--- config.mk ---
export PLATFORM = sky130hd
export DESIGN_NAME = eeprom_identification_page_access
export DESIGN_NICKNAME = d
export VERILOG_FILES = /design/src/design/identification_page_pkg.sv /design/src/design/eeprom_identification_page_access.sv /design/src/design/bus_cond_detect.sv
export SDC_FILE = /design/constraint.sdc
export NUM_CORES = 1
export LEC_CHECK = 0
export ABC_AREA = 1
export CAP_MARGIN = 10
export CORE_ASPECT_RATIO = 1.5
export CORE_MARGIN = 2
export CORE_UTILIZATION = 30
export CTS_BUF_LIST = sky130_fd_sc_hd__clkbuf_8 sky130_fd_sc_hd__clkbuf_16
export CTS_CLUSTER_DIAMETER = 150
export DETAILED_ROUTE_END_ITERATION = 12
export DONT_BUFFER_PORTS = 1
export PLACE_DENSITY = 0.43
export SLEW_MARGIN = 20
export SYNTH_ARGS = -nofsm -noshare
export SYNTH_HDL_FRONTEND = slang
export SYNTH_HIERARCHICAL = 1
export SYNTH_SLANG_ARGS = --single-unit
--- constraint.sdc ---
create_clock -name CLOCK -period 2.1 [get_ports CLOCK]
set_input_delay 0.42 -clock CLOCK [delete_from_list [all_inputs] [get_ports CLOCK]]
set_output_delay 0.42 -clock CLOCK [all_outputs]
set_load 0.05 [all_outputs]
--- src/design/identification_page_pkg.sv ---
// Purpose: Shared constants for the identification page I2C target.
// Assumes: 20 MHz core clock, serial clock and data sampled as plain inputs.
// Notes:   Device select encodings are parameters of the top module.
package identification_page_pkg;
  // Byte and page geometry.
  localparam int unsigned PAGE_BYTES      = 64;   // Identification page size in bytes.
  localparam int unsigned OFFSET_BITS     = 6;    // Width of identification_page_byte_offset.
  localparam int unsigned SERIAL_BYTES    = 16;   // Bytes of unique_serial_number.
  localparam int unsigned ARRAY_ADDR_BITS = 14;   // Shared address counter width.
  // Values after reset or delivery.
  localparam logic [7:0]  ERASED_BYTE     = 8'hff; // Content of an unprogrammed byte.
  localparam logic [ARRAY_ADDR_BITS-1:0] ADDR_RESET = 14'h0000; // Address counter reset value.
  localparam logic        PAGE_LOCKED_RESET = 1'b1; // The page leaves the factory locked.
  // Bit counter values.
  localparam logic [3:0]  BIT_LAST        = 4'h7; // Index of the eighth bit of a byte.
  localparam logic [3:0]  BIT_RESET       = 4'h0; // Bit counter after reset.
endpackage

--- src/design/eeprom_identification_page_access.sv ---
// Purpose: I2C target logic for reading and lock-querying the identification page.
// Assumes: The controller drives the serial clock; no clock stretching is done.
// Notes:   Main array writes are not part of this block; array reads return erased data.
// Behaviour
// - Acknowledge write select and page address bytes.
// - Low six address bits give page offset.
// - Acknowledge read select, output bytes from offset.
// - Lock query: acknowledge select and address bytes.
// - Lock query expects one data byte.
// - Unlocked page acknowledges the query byte.
// - Locked page answers query with no-ack.
// - Start after query byte resets logic.
// - Stop after that start returns standby.
// - Page ships locked, always answer no-ack.
// - Delivered array bytes read as FFh.
// - Page locked; serial first sixteen, rest FFh.
// - Page access loads shared address counter.
// - Missing ack stops output until start or stop.
// - Address counter advances after each byte read.
// - Writes to the page are refused.
`timescale 1ns/1ps
module eeprom_identification_page_access #(
  parameter logic [6:0]   ARRAY_SEL  = 7'h50,  // Select code of the main array.
  parameter logic [6:0]   IDPAGE_SEL = 7'h58,  // Select code of the identification page.
  parameter logic [127:0] SERIAL     = 128'h0123456789abcdef0123456789abcdef // Arbitrary serial value.
) (
  input  wire logic CLOCK,     // Core clock, 20 MHz.
  input  wire logic RSTN,      // Asynchronous reset, active low.
  input  wire logic CE,        // Clock enable.
  input  wire logic SCL_I,     // Serial clock pin.
  input  wire logic SDA_I,     // Serial data pin level.
  output logic      SDA_O,     // Serial data output level, always low when driven.
  output logic      SDA_OE,    // High while the block pulls data low.
  output logic      BUSY       // High from any start until the following stop, selected or not.
);
  // ****************************************
  // Bus condition detection
  // ****************************************
  logic scl;        // Synchronised clock.
  logic sda;        // Synchronised data.
  logic scl_rise;   // Clock rising edge.
  logic scl_fall;   // Clock falling edge.
  logic start_det;  // Start condition.
  logic stop_det;   // Stop condition.

  bus_cond_detect u_cond (
    .clk       (CLOCK),
    .rst_n     (RSTN),
    .ce        (CE),
    .scl_pin   (SCL_I),
    .sda_pin   (SDA_I),
    .scl       (scl),
    .sda       (sda),
    .scl_rise  (scl_rise),
    .scl_fall  (scl_fall),
    .start_det (start_det),
    .stop_det  (stop_det)
  );

  // ****************************************
  // Types and state
  // ****************************************
  typedef enum logic [2:0] {
    IDLE,      // Waiting for a start.
    SELECT,    // Receiving the device select byte.
    ADDR_HI,   // Receiving the high address byte.
    ADDR_LO,   // Receiving the low address byte.
    WDATA,     // Receiving the lock query data byte.
    RDATA,     // Sending a data byte.
    IGNORE     // Waiting for start or stop.
  } phase_t;

  typedef struct packed {
    phase_t                                      phase;      // Protocol phase.
    logic                                        in_ack;     // In the ninth bit of a byte.
    logic                                        ack_drive;  // Drive an acknowledge in the ninth bit.
    logic [3:0]                                  bit_cnt;    // Bit within byte.
    logic [7:0]                                  shreg;      // Receive or transmit shift register.
    logic                                        id_sel;     // Current transfer targets the page.
    logic                                        page_target; // Address phase addressed the page.
    logic [identification_page_pkg::ARRAY_ADDR_BITS-1:0]     addr;       // Shared internal address counter.
    logic                                        locked;     // Page lock state.
    logic                                        sda_oe;     // Data output enable.
    logic                                        busy;       // Busy flag, set from a start to the next stop.
  } core_state_t;

  core_state_t st_reg;   // Registered state.
  core_state_t st_next;  // Next state.

  // ****************************************
  // Functions
  // ****************************************
  // Returns the byte of the identification page at an offset.
  function automatic logic [7:0] page_byte(input logic [identification_page_pkg::OFFSET_BITS-1:0] off);
    logic [7:0] b;
    b = identification_page_pkg::ERASED_BYTE;
    if (off < 6'(identification_page_pkg::SERIAL_BYTES)) begin
      b = SERIAL[127 - 8*off[3:0] -: 8];
    end
    return b;
  endfunction

  // Returns the byte to transmit for the current target and address.
  function automatic logic [7:0] read_byte(input logic id, input logic [identification_page_pkg::ARRAY_ADDR_BITS-1:0] a);
    logic [7:0] b;
    b = identification_page_pkg::ERASED_BYTE;
    if (id) begin
      b = page_byte(a[identification_page_pkg::OFFSET_BITS-1:0]);
    end
    return b;
  endfunction

  // ****************************************
  // Protocol engine
  // ****************************************
  // Bits are taken on the rising clock edge; the data line changes on the falling edge.
  always_comb begin
    logic [7:0] rx;
    rx = {st_reg.shreg[6:0], sda};
    st_next = st_reg;
    st_next.busy = (st_reg.phase != IDLE);
    if (start_det) begin
      // A start, repeated or not, resets the byte engine and drops any truncated command.
      st_next.phase   = SELECT;
      st_next.bit_cnt = identification_page_pkg::BIT_RESET;
      st_next.in_ack  = 1'b0;
      st_next.sda_oe  = 1'b0;
    end else if (stop_det) begin
      // A stop always returns to standby.
      st_next.phase  = IDLE;
      st_next.in_ack = 1'b0;
      st_next.sda_oe = 1'b0;
    end else if (st_reg.phase == IDLE || st_reg.phase == IGNORE) begin
      st_next.sda_oe = 1'b0;
    end else if (scl_rise && st_reg.in_ack) begin
      // Ninth bit: a read byte checks the controller's acknowledge.
      if (st_reg.phase == RDATA && sda) begin
        st_next.phase = IGNORE;
      end
    end else if (scl_rise) begin
      // A byte being sent keeps its shift register; only the falling edge moves it.
      st_next.shreg   = (st_reg.phase == RDATA) ? st_reg.shreg : rx;
      st_next.bit_cnt = st_reg.bit_cnt + 4'h1;
    end else if (scl_fall && st_reg.in_ack) begin
      // End of the ninth bit: release the line or load the next byte to send.
      st_next.in_ack  = 1'b0;
      st_next.bit_cnt = identification_page_pkg::BIT_RESET;
      st_next.sda_oe  = 1'b0;
      if (st_reg.phase == RDATA) begin
        st_next.shreg  = read_byte(st_reg.id_sel, st_reg.addr);
        st_next.sda_oe = ~st_next.shreg[7];
        st_next.addr   = st_reg.addr + 14'h0001;
      end else if (!st_reg.ack_drive) begin
        st_next.phase = IGNORE;
      end
    end else if (scl_fall && st_reg.bit_cnt == identification_page_pkg::BIT_LAST + 4'h1) begin
      // Eight bits done: decide the ninth bit.
      st_next.in_ack    = 1'b1;
      st_next.ack_drive = 1'b0;
      unique case (st_reg.phase)
        SELECT: begin
          if (st_reg.shreg[7:1] == IDPAGE_SEL || st_reg.shreg[7:1] == ARRAY_SEL) begin
            st_next.ack_drive = 1'b1;
            st_next.id_sel    = (st_reg.shreg[7:1] == IDPAGE_SEL);
            st_next.phase     = st_reg.shreg[0] ? RDATA : ADDR_HI;
            if (!st_reg.shreg[0]) begin
              st_next.page_target = (st_reg.shreg[7:1] == IDPAGE_SEL);
            end
          end
        end
        ADDR_HI: begin
          st_next.ack_drive = 1'b1;
          st_next.addr      = {st_reg.shreg[5:0], st_reg.addr[7:0]};
          st_next.phase     = ADDR_LO;
        end
        ADDR_LO: begin
          st_next.ack_drive = 1'b1;
          if (st_reg.page_target) begin
            st_next.addr = {8'h00, st_reg.shreg[5:0]};
          end else begin
            st_next.addr = {st_reg.addr[13:8], st_reg.shreg};
          end
          st_next.phase = WDATA;
        end
        WDATA: begin
          // Lock query byte: acknowledge only if the page is unlocked; the page never accepts data.
          st_next.ack_drive = st_reg.page_target ? ~st_reg.locked : 1'b0;
          st_next.phase     = IGNORE;
        end
        RDATA: begin
          st_next.ack_drive = 1'b0;
        end
        default: begin
          st_next.ack_drive = 1'b0;
        end
      endcase
      st_next.sda_oe = st_next.ack_drive;
      if (st_reg.phase == RDATA) begin
        st_next.sda_oe = 1'b0;
      end
    end else if (scl_fall && st_reg.phase == RDATA && st_reg.bit_cnt != identification_page_pkg::BIT_RESET) begin
      // Shift out the next bit of the byte being sent.
      st_next.shreg  = {st_reg.shreg[6:0], 1'b1};
      st_next.sda_oe = ~st_reg.shreg[6];
    end else if (scl_fall && st_reg.phase == RDATA && !st_reg.sda_oe && st_reg.bit_cnt == identification_page_pkg::BIT_RESET
                 && st_reg.shreg == 8'h00) begin
      st_next.sda_oe = 1'b0;
    end
    // An acknowledged ninth bit in the ignore phase releases the data line on the falling edge.
    if (!start_det && !stop_det && scl_fall && st_reg.in_ack && st_reg.phase == IGNORE && st_reg.ack_drive) begin
      st_next.sda_oe = 1'b0;
    end
  end

  // Register the state under the clock enable.
  always_ff @(posedge CLOCK or negedge RSTN) begin
    if (!RSTN) begin
      st_reg <= '{phase: IDLE, in_ack: 1'b0, ack_drive: 1'b0, bit_cnt: identification_page_pkg::BIT_RESET,
                  shreg: 8'h00, id_sel: 1'b0, page_target: 1'b0, addr: identification_page_pkg::ADDR_RESET,
                  locked: identification_page_pkg::PAGE_LOCKED_RESET, sda_oe: 1'b0, busy: 1'b0};
    end else if (CE) begin
      st_reg <= st_next;
    end
  end

  // ****************************************
  // Outputs
  // ****************************************
  // The data pin is open drain: it is only ever pulled low.
  assign SDA_O  = 1'b0;
  assign SDA_OE = st_reg.sda_oe;
  assign BUSY   = st_reg.busy;
endmodule

--- src/design/bus_cond_detect.sv ---
// Purpose: Synchronises serial clock and data and finds edges, start and stop.
// Assumes: Pins are asynchronous to CLOCK and settle well within a clock period.
// Notes:   The first synchroniser stage is read only by the second stage.
`timescale 1ns/1ps
module bus_cond_detect (
  input  wire logic clk,        // Core clock.
  input  wire logic rst_n,      // Asynchronous reset, active low.
  input  wire logic ce,         // Clock enable, freezes state when low.
  input  wire logic scl_pin,    // Serial clock pin level.
  input  wire logic sda_pin,    // Serial data pin level.
  output logic      scl,        // Synchronised serial clock.
  output logic      sda,        // Synchronised serial data.
  output logic      scl_rise,   // Pulse on a rising serial clock edge.
  output logic      scl_fall,   // Pulse on a falling serial clock edge.
  output logic      start_det,  // Pulse on a start or repeated start.
  output logic      stop_det    // Pulse on a stop condition.
);
  // ****************************************
  // State
  // ****************************************
  typedef struct packed {
    logic [1:0] scl_sync;  // Two-stage serial clock synchroniser.
    logic [1:0] sda_sync;  // Two-stage serial data synchroniser.
    logic       scl_d;     // Delayed synchronised clock.
    logic       sda_d;     // Delayed synchronised data.
  } sync_state_t;

  sync_state_t st_reg;   // Registered state.
  sync_state_t st_next;  // Next state.

  // Shift the pins through the synchronisers and keep one delayed copy.
  always_comb begin
    st_next = st_reg;
    st_next.scl_sync = {st_reg.scl_sync[0], scl_pin};
    st_next.sda_sync = {st_reg.sda_sync[0], sda_pin};
    st_next.scl_d    = st_reg.scl_sync[1];
    st_next.sda_d    = st_reg.sda_sync[1];
  end

  // Register the state; the bus idles high.
  always_ff @(posedge clk or negedge rst_n) begin
    if (!rst_n) begin
      st_reg <= '1;
    end else if (ce) begin
      st_reg <= st_next;
    end
  end

  // Decode edges and conditions from the second stage and its delayed copy.
  assign scl       = st_reg.scl_sync[1];
  assign sda       = st_reg.sda_sync[1];
  assign scl_rise  = ce & scl & ~st_reg.scl_d;
  assign scl_fall  = ce & ~scl & st_reg.scl_d;
  assign start_det = ce & scl & st_reg.scl_d & ~sda & st_reg.sda_d;
  assign stop_det  = ce & scl & st_reg.scl_d & sda & ~st_reg.sda_d;
endmodule

# Word level (Yosys, flattened, before mapping)
# Index checks and enable logic that the tools add are counted.
[word_totals]
register_bits = 41
input_bits = 5
output_inout_bits = 3
[op_classes]
addsub = 3
order_cmp = 1
n_eq_ne = 28
shift = 1
n_mux = 63
bitwise_logic = 22
n_reduce_logical = 45
[op_table]
columns = ["op", "count"]
rows = [
  ["indexed part select 135 x 33 -> 8 bit (first input constant)", 1],
  ["two-way mux 8 bit", 14],
  ["two-way mux 14 bit", 3],
  ["two-way mux 5 bit", 8],
  ["two-way mux 33 bit", 1],
  ["two-way mux 16 bit", 2],
  ["two-way mux 30 bit", 1],
  ["AND reduction 10 bit", 3],
  ["two-way mux 28 bit", 1],
  ["case mux 14 bit (2 select lines)", 1],
  ["two-way mux 4 bit", 5],
  ["two-way mux 3 bit", 6],
  ["AND reduction 9 bit", 2],
  ["nonzero test 8 bit", 2],
  ["two-way mux 1 bit", 15],
  ["adder 14 x 1 -> 14 bit (second input constant)", 1],
  ["== test 7 bit (second input constant)", 2],
  ["logical AND 1 bit", 14],
  ["NOT 1 bit", 13],
  ["two-way mux 12 bit", 1],
  ["inequality test 3 bit (second input constant)", 4],
  ["case mux 3 bit (4 select lines)", 1],
  ["nonzero test 3 bit", 4],
  ["AND reduction 11 bit", 1],
  ["33 further kinds", 57],
]

# Logic depth before layout (Yosys ltp)
[depth]
depth_word = 20
ltp_mapped = 14
depth_no_buf = 14

# By module
# Netlist, hierarchy kept.
[modules_own_cells]
columns = ["mod", "instances", "cells_per_inst", "area_per_inst_um2", "seq_area_each_um2"]
rows = [
  ["eeprom_identification_page_access", 1, 287, 1974.4, 650.6],
  ["bus_cond_detect", 1, 33, 280.3, 157.7],
]

# Least setup slack after synthesis
# Ideal clock, no wire load.
[synth_timing]
path_kind = "register -> register"
from = "register u_cond.st_reg, in the netlist u_cond/scl"
to = "register st_reg[23] in the netlist's numbering"
setup_ps = 124
arrival_ps = 1683
t_required_ps = 1976
path_slack_ps = 293
path_stages_with_launch = 9
n_path_buf = 1
period_less_slack_ps = 1807
path_cell_list = "dfstp_2 > nand2_1 > nor2_1 > inv_2 > a21oi_1 > nor3_2 > nand2_4 > buf_6 > o21ai_2"
[synth_via]
word_cells_on_any_way = 25
cone_classes = "eq/ne (3); mux (2); bitwise (13); reduce/logical (7)"
[synth_lines]
columns = ["item", "line_no", "text"]
rows = [
  ["start: declaration", "bus_cond_detect.sv:28", "sync_state_t st_reg;"],
  ["start signal: assignment", "bus_cond_detect.sv:45", "st_reg <= st_next;"],
  ["bitwise AND 1 bit * (2 in a row)", "bus_cond_detect.sv:52", "assign scl_rise = ce & scl & ~st_reg.scl_d;"],
  ["via scl_rise", "eeprom_identification_page_access.sv:41", "logic scl_rise;"],
  ["branches (longest 3 deep; another with AND reduction 9 bit)", "--", ""],
  ["end signal: assignment", "eeprom_identification_page_access.sv:218", "st_reg <= '{phase: IDLE, in_ack: 1'b0, ack_drive: 1'b0, bit_cnt: identification_page_pkg::BIT_RESET,"],
  ["end signal: assignment", "eeprom_identification_page_access.sv:222", "st_reg <= st_next;"],
  ["end: declaration", "eeprom_identification_page_access.sv:87", "core_state_t st_reg;"],
]
# Mark *: on every way through the listed nets, which the timed path passes.
# A chain may end at the register's enable or synchronous reset.

# Final worst setup path
[layout_timing]
from = "register u_cond/st_reg[1] in the netlist's numbering"
to = "register st_reg[35] in the netlist's numbering"
[layout_via]
word_cells_on_any_way = 26
cone_classes = "eq/ne (6); mux (6); bitwise (8); reduce/logical (6)"
[layout_lines]
columns = ["item", "line_no", "text"]
rows = [
  ["bitwise AND 1 bit * (3 in a row)", "bus_cond_detect.sv:54", "assign start_det = ce & scl & st_reg.scl_d & ~sda & st_reg.sda_d;"],
  ["via start_det", "eeprom_identification_page_access.sv:43", "logic start_det;"],
  ["inequality test 6 bit (no source line) (tied with other cells)", "--", ""],
  ["AND reduction 9 bit (no source line)", "--", ""],
]
# The timed path passes the listed nets; every way through them passes the cells marked *. The select of a mux whose other input is x is not followed.

==> metrics.csv <==
metric;value;unit
worst path bufs/invs;2;
Final Worst Setup Slack;205;ps
crit path cell chain;nand3_1 > nor2_4 > inv_1 > nand2_1 > nor2_1 > nand2_1 > nand2_1 > nand2_1 > inv_1 > nor2_2 > nand2_1 > nand2_1 > nand2_1;
CP max stage delay;540;ps
status;finished clean;
CP Capture Type;register;
Synth Flop Type;dfrtp_1;
final setup fails;0;
dpl cells;418;
critical path type;reg2reg;
Core Rows;38;
asr flop ratio synth;100;%
initial core utilization;31.0;%
DRC;0;
Synth Area in Compound Gates;13.5;%
Die Area;8240;sq um
clk_lat worst skew;290;ps
max-cap violation count;0;
f_max;528;MHz
DR WL/cell;13.6;um
post-DP HPWL;4550;um
initial antenna violation count;0;
post-synthesis sequential area ratio;35.8;%
most used cell along the critical path;nand2_1;
Netlist Area Pre-Place;2250;sq um
Mapped Nets;328;
setup_tns;0;ps
TritonCTS buffer count;5;
FF+latch count, synth;32;
CP max FO;6;
area leader, netlist;dfrtp_1;
Tot GR Track Use;16.1;%
gpl congestion;0.795;
Slew Viols, Final;0;
largest net degree at the start of global routing;33;
Area Growth Syn to Fin;10.4;%
DP Worst Slack;124;ps
Startpoint Class;register;
antenna-violating nets left;0;
vias in the first global route;2064;
critical path arrival;2070;ps
slowest CP cell;dfstp_2;
worst slew pin tran;527;ps
post-DR vias/cell;4.67;
RSZ-0062 raised after global routing;no;
first-pass GRT wire length;9850;um
XOR/XNOR share of the synthesized area;0;%
CTS tree;yes;
Syn Area/Cell;7.05;sq um
post-layout util;34.2;%
adder-cell share of the synthesized area;1.66;%
H-tree Lvls;2;
DRT Wirelength;5850;um
gr ovfl total;0;
via count;2002;
period utilization;90.2;%
Netlist cell types;32;
Tmin final;1890;ps
Static Leak;1.22;nW
final std cells w/o fill;429;
peak supply drop;291;uV
Syn Inst Count;320;
Worst Path Required;2280;ps
Clock Tree Root;clkbuf_8;
Core Box Area;7270;sq um
Tightest Hold Check Type;in2reg;
Setup Skew;9.60;ps
count leader, synth;nand2_1;
clock sinks;32;
initial DRC count;62;
Die Y;110;um
number of synthesized flops with an enable pin;0;
PortBufs;0;
die width;74.8;um
Slew headroom;64.8;%
area fraction of the dominant cell type after synthesis;28.9;%
final hold vios;0;
number of detailed-route iterations in the first pass;4;
simple logic cell fraction of the synthesized area;38.9;%
CTS max path bufs;2;
warnings from Yosys;6;
max reg flops;24;
most common library cells after synthesis;nand2_1, inv_1, nor2_1;
largest family of logic cells by synthesized area;simple AND/OR/NAND/NOR gates;
Pwr Density;503;nW/um^2
top cells by area, synth;dfrtp_1, nand2_1, dfstp_2, inv_1, nand3_1;
CP top delay family;simple AND/OR/NAND/NOR gates;
layout net count;336;
fill cell count;824;
# diodes;0;
share of layout cells above drive strength 1;17.3;%
clock slew at reported path FFs;60;ps
io pins;8;
mux contribution to synthesized area;0;%
-- path summary, 6_finish.rpt --
kind                                    from           endpoint  slack, ps  cells past startpoint
max                         u_cond/st_reg[1]         st_reg[35]        210                     13
min                                       CE         u_cond/scl        200                      1
max reg2reg                 u_cond/st_reg[1]         st_reg[35]        210                     13
min reg2reg                u_cond/st_next[3]  u_cond/st_next[3]        470                      2
max in group asynchronous               RSTN         u_cond/scl       1270                      2
min in group asynchronous               RSTN          st_reg[7]        570                      2
-- cell families after synthesis --
| group | after synthesis |
|---|---|
| flops | 32 |
| compound gates | 51 |
| other cells | 1 |
| buf+inv | 49 |
| fa+ha+maj | 3 |
| simple gates | 184 |
-- layer usage --
layer / vias to the layer above / global-route usage [%] / share of wire [%]
met5: - / 0 / 0
met4: 0 / 5.48 / 1.5
met3: 6 / 2.55 / 1.7
met2: 15 / 31.5 / 56
met1: 940 / 16.9 / 40
li1: 1041 / - / -
-- report_power, final --
group	switching (W)	leakage [nW]	total [W]	internal (W)
Sequential	0.0000184	0.399	0.000661	0.000643
Combinational	0.0000639	0.769	0.0000923	0.0000284
Clock	0.000241	0.0538	0.000499	0.000258
-- final cells by class --
cell class                      instances  area [sq um]  area share, %
Multi-Input combinational cell        239          1230           49.5
Sequential cell                        32           808           32.5
Inverter                               43           166           6.68
Tap cell                              100           125           5.03
Clock buffer                            6          82.6           3.32
Timing Repair Buffer                    7          67.6           2.71
Clock inverter                          2          7.51          0.302
-- cell usage in the layout, fill, tap and decap left out, types with 3 or more instances in the layout --
cell      netlist  routed
a21oi_1        16      16
buf_4           1       5
clkbuf_8        0       6
dfrtp_1        26      26
dfstp_2         6       6
ha_1            3       3
inv_1          38      40
inv_2           4       4
nand2_1        87      87
nand2_2         7       7
nand3_1        28      28
nand4_1         6       6
nor2_1         36      34
nor2_2          2       3
nor2_4          3       4
nor3_1          4       4
o21ai_0        18      18
o21ai_2        10      10
-- repair_timing --
action                                  in CTS  in global routing
hold buffers                                 2                  0
endpoints found under the hold margin       32                  0
gates resized for setup                      0                  3
setup buffers                                0                  1
endpoints found under the setup margin       0                  7
-- metrics by stage --
stage / hold slack, ps / power [W] / cell area [sq um]
2_1_floorplan: 124 / 0.000733 / 2250
3_3_place_gp: 126 / 0.000745 / 2350
3_5_place_dp: 126 / 0.000746 / 2350
4_1_cts: 186 / 0.00129 / 2470
5_1_grt: 193 / 0.00132 / 2490
6_report: 203 / 0.00125 / 2490
Power figures use the tool's default switching activity.
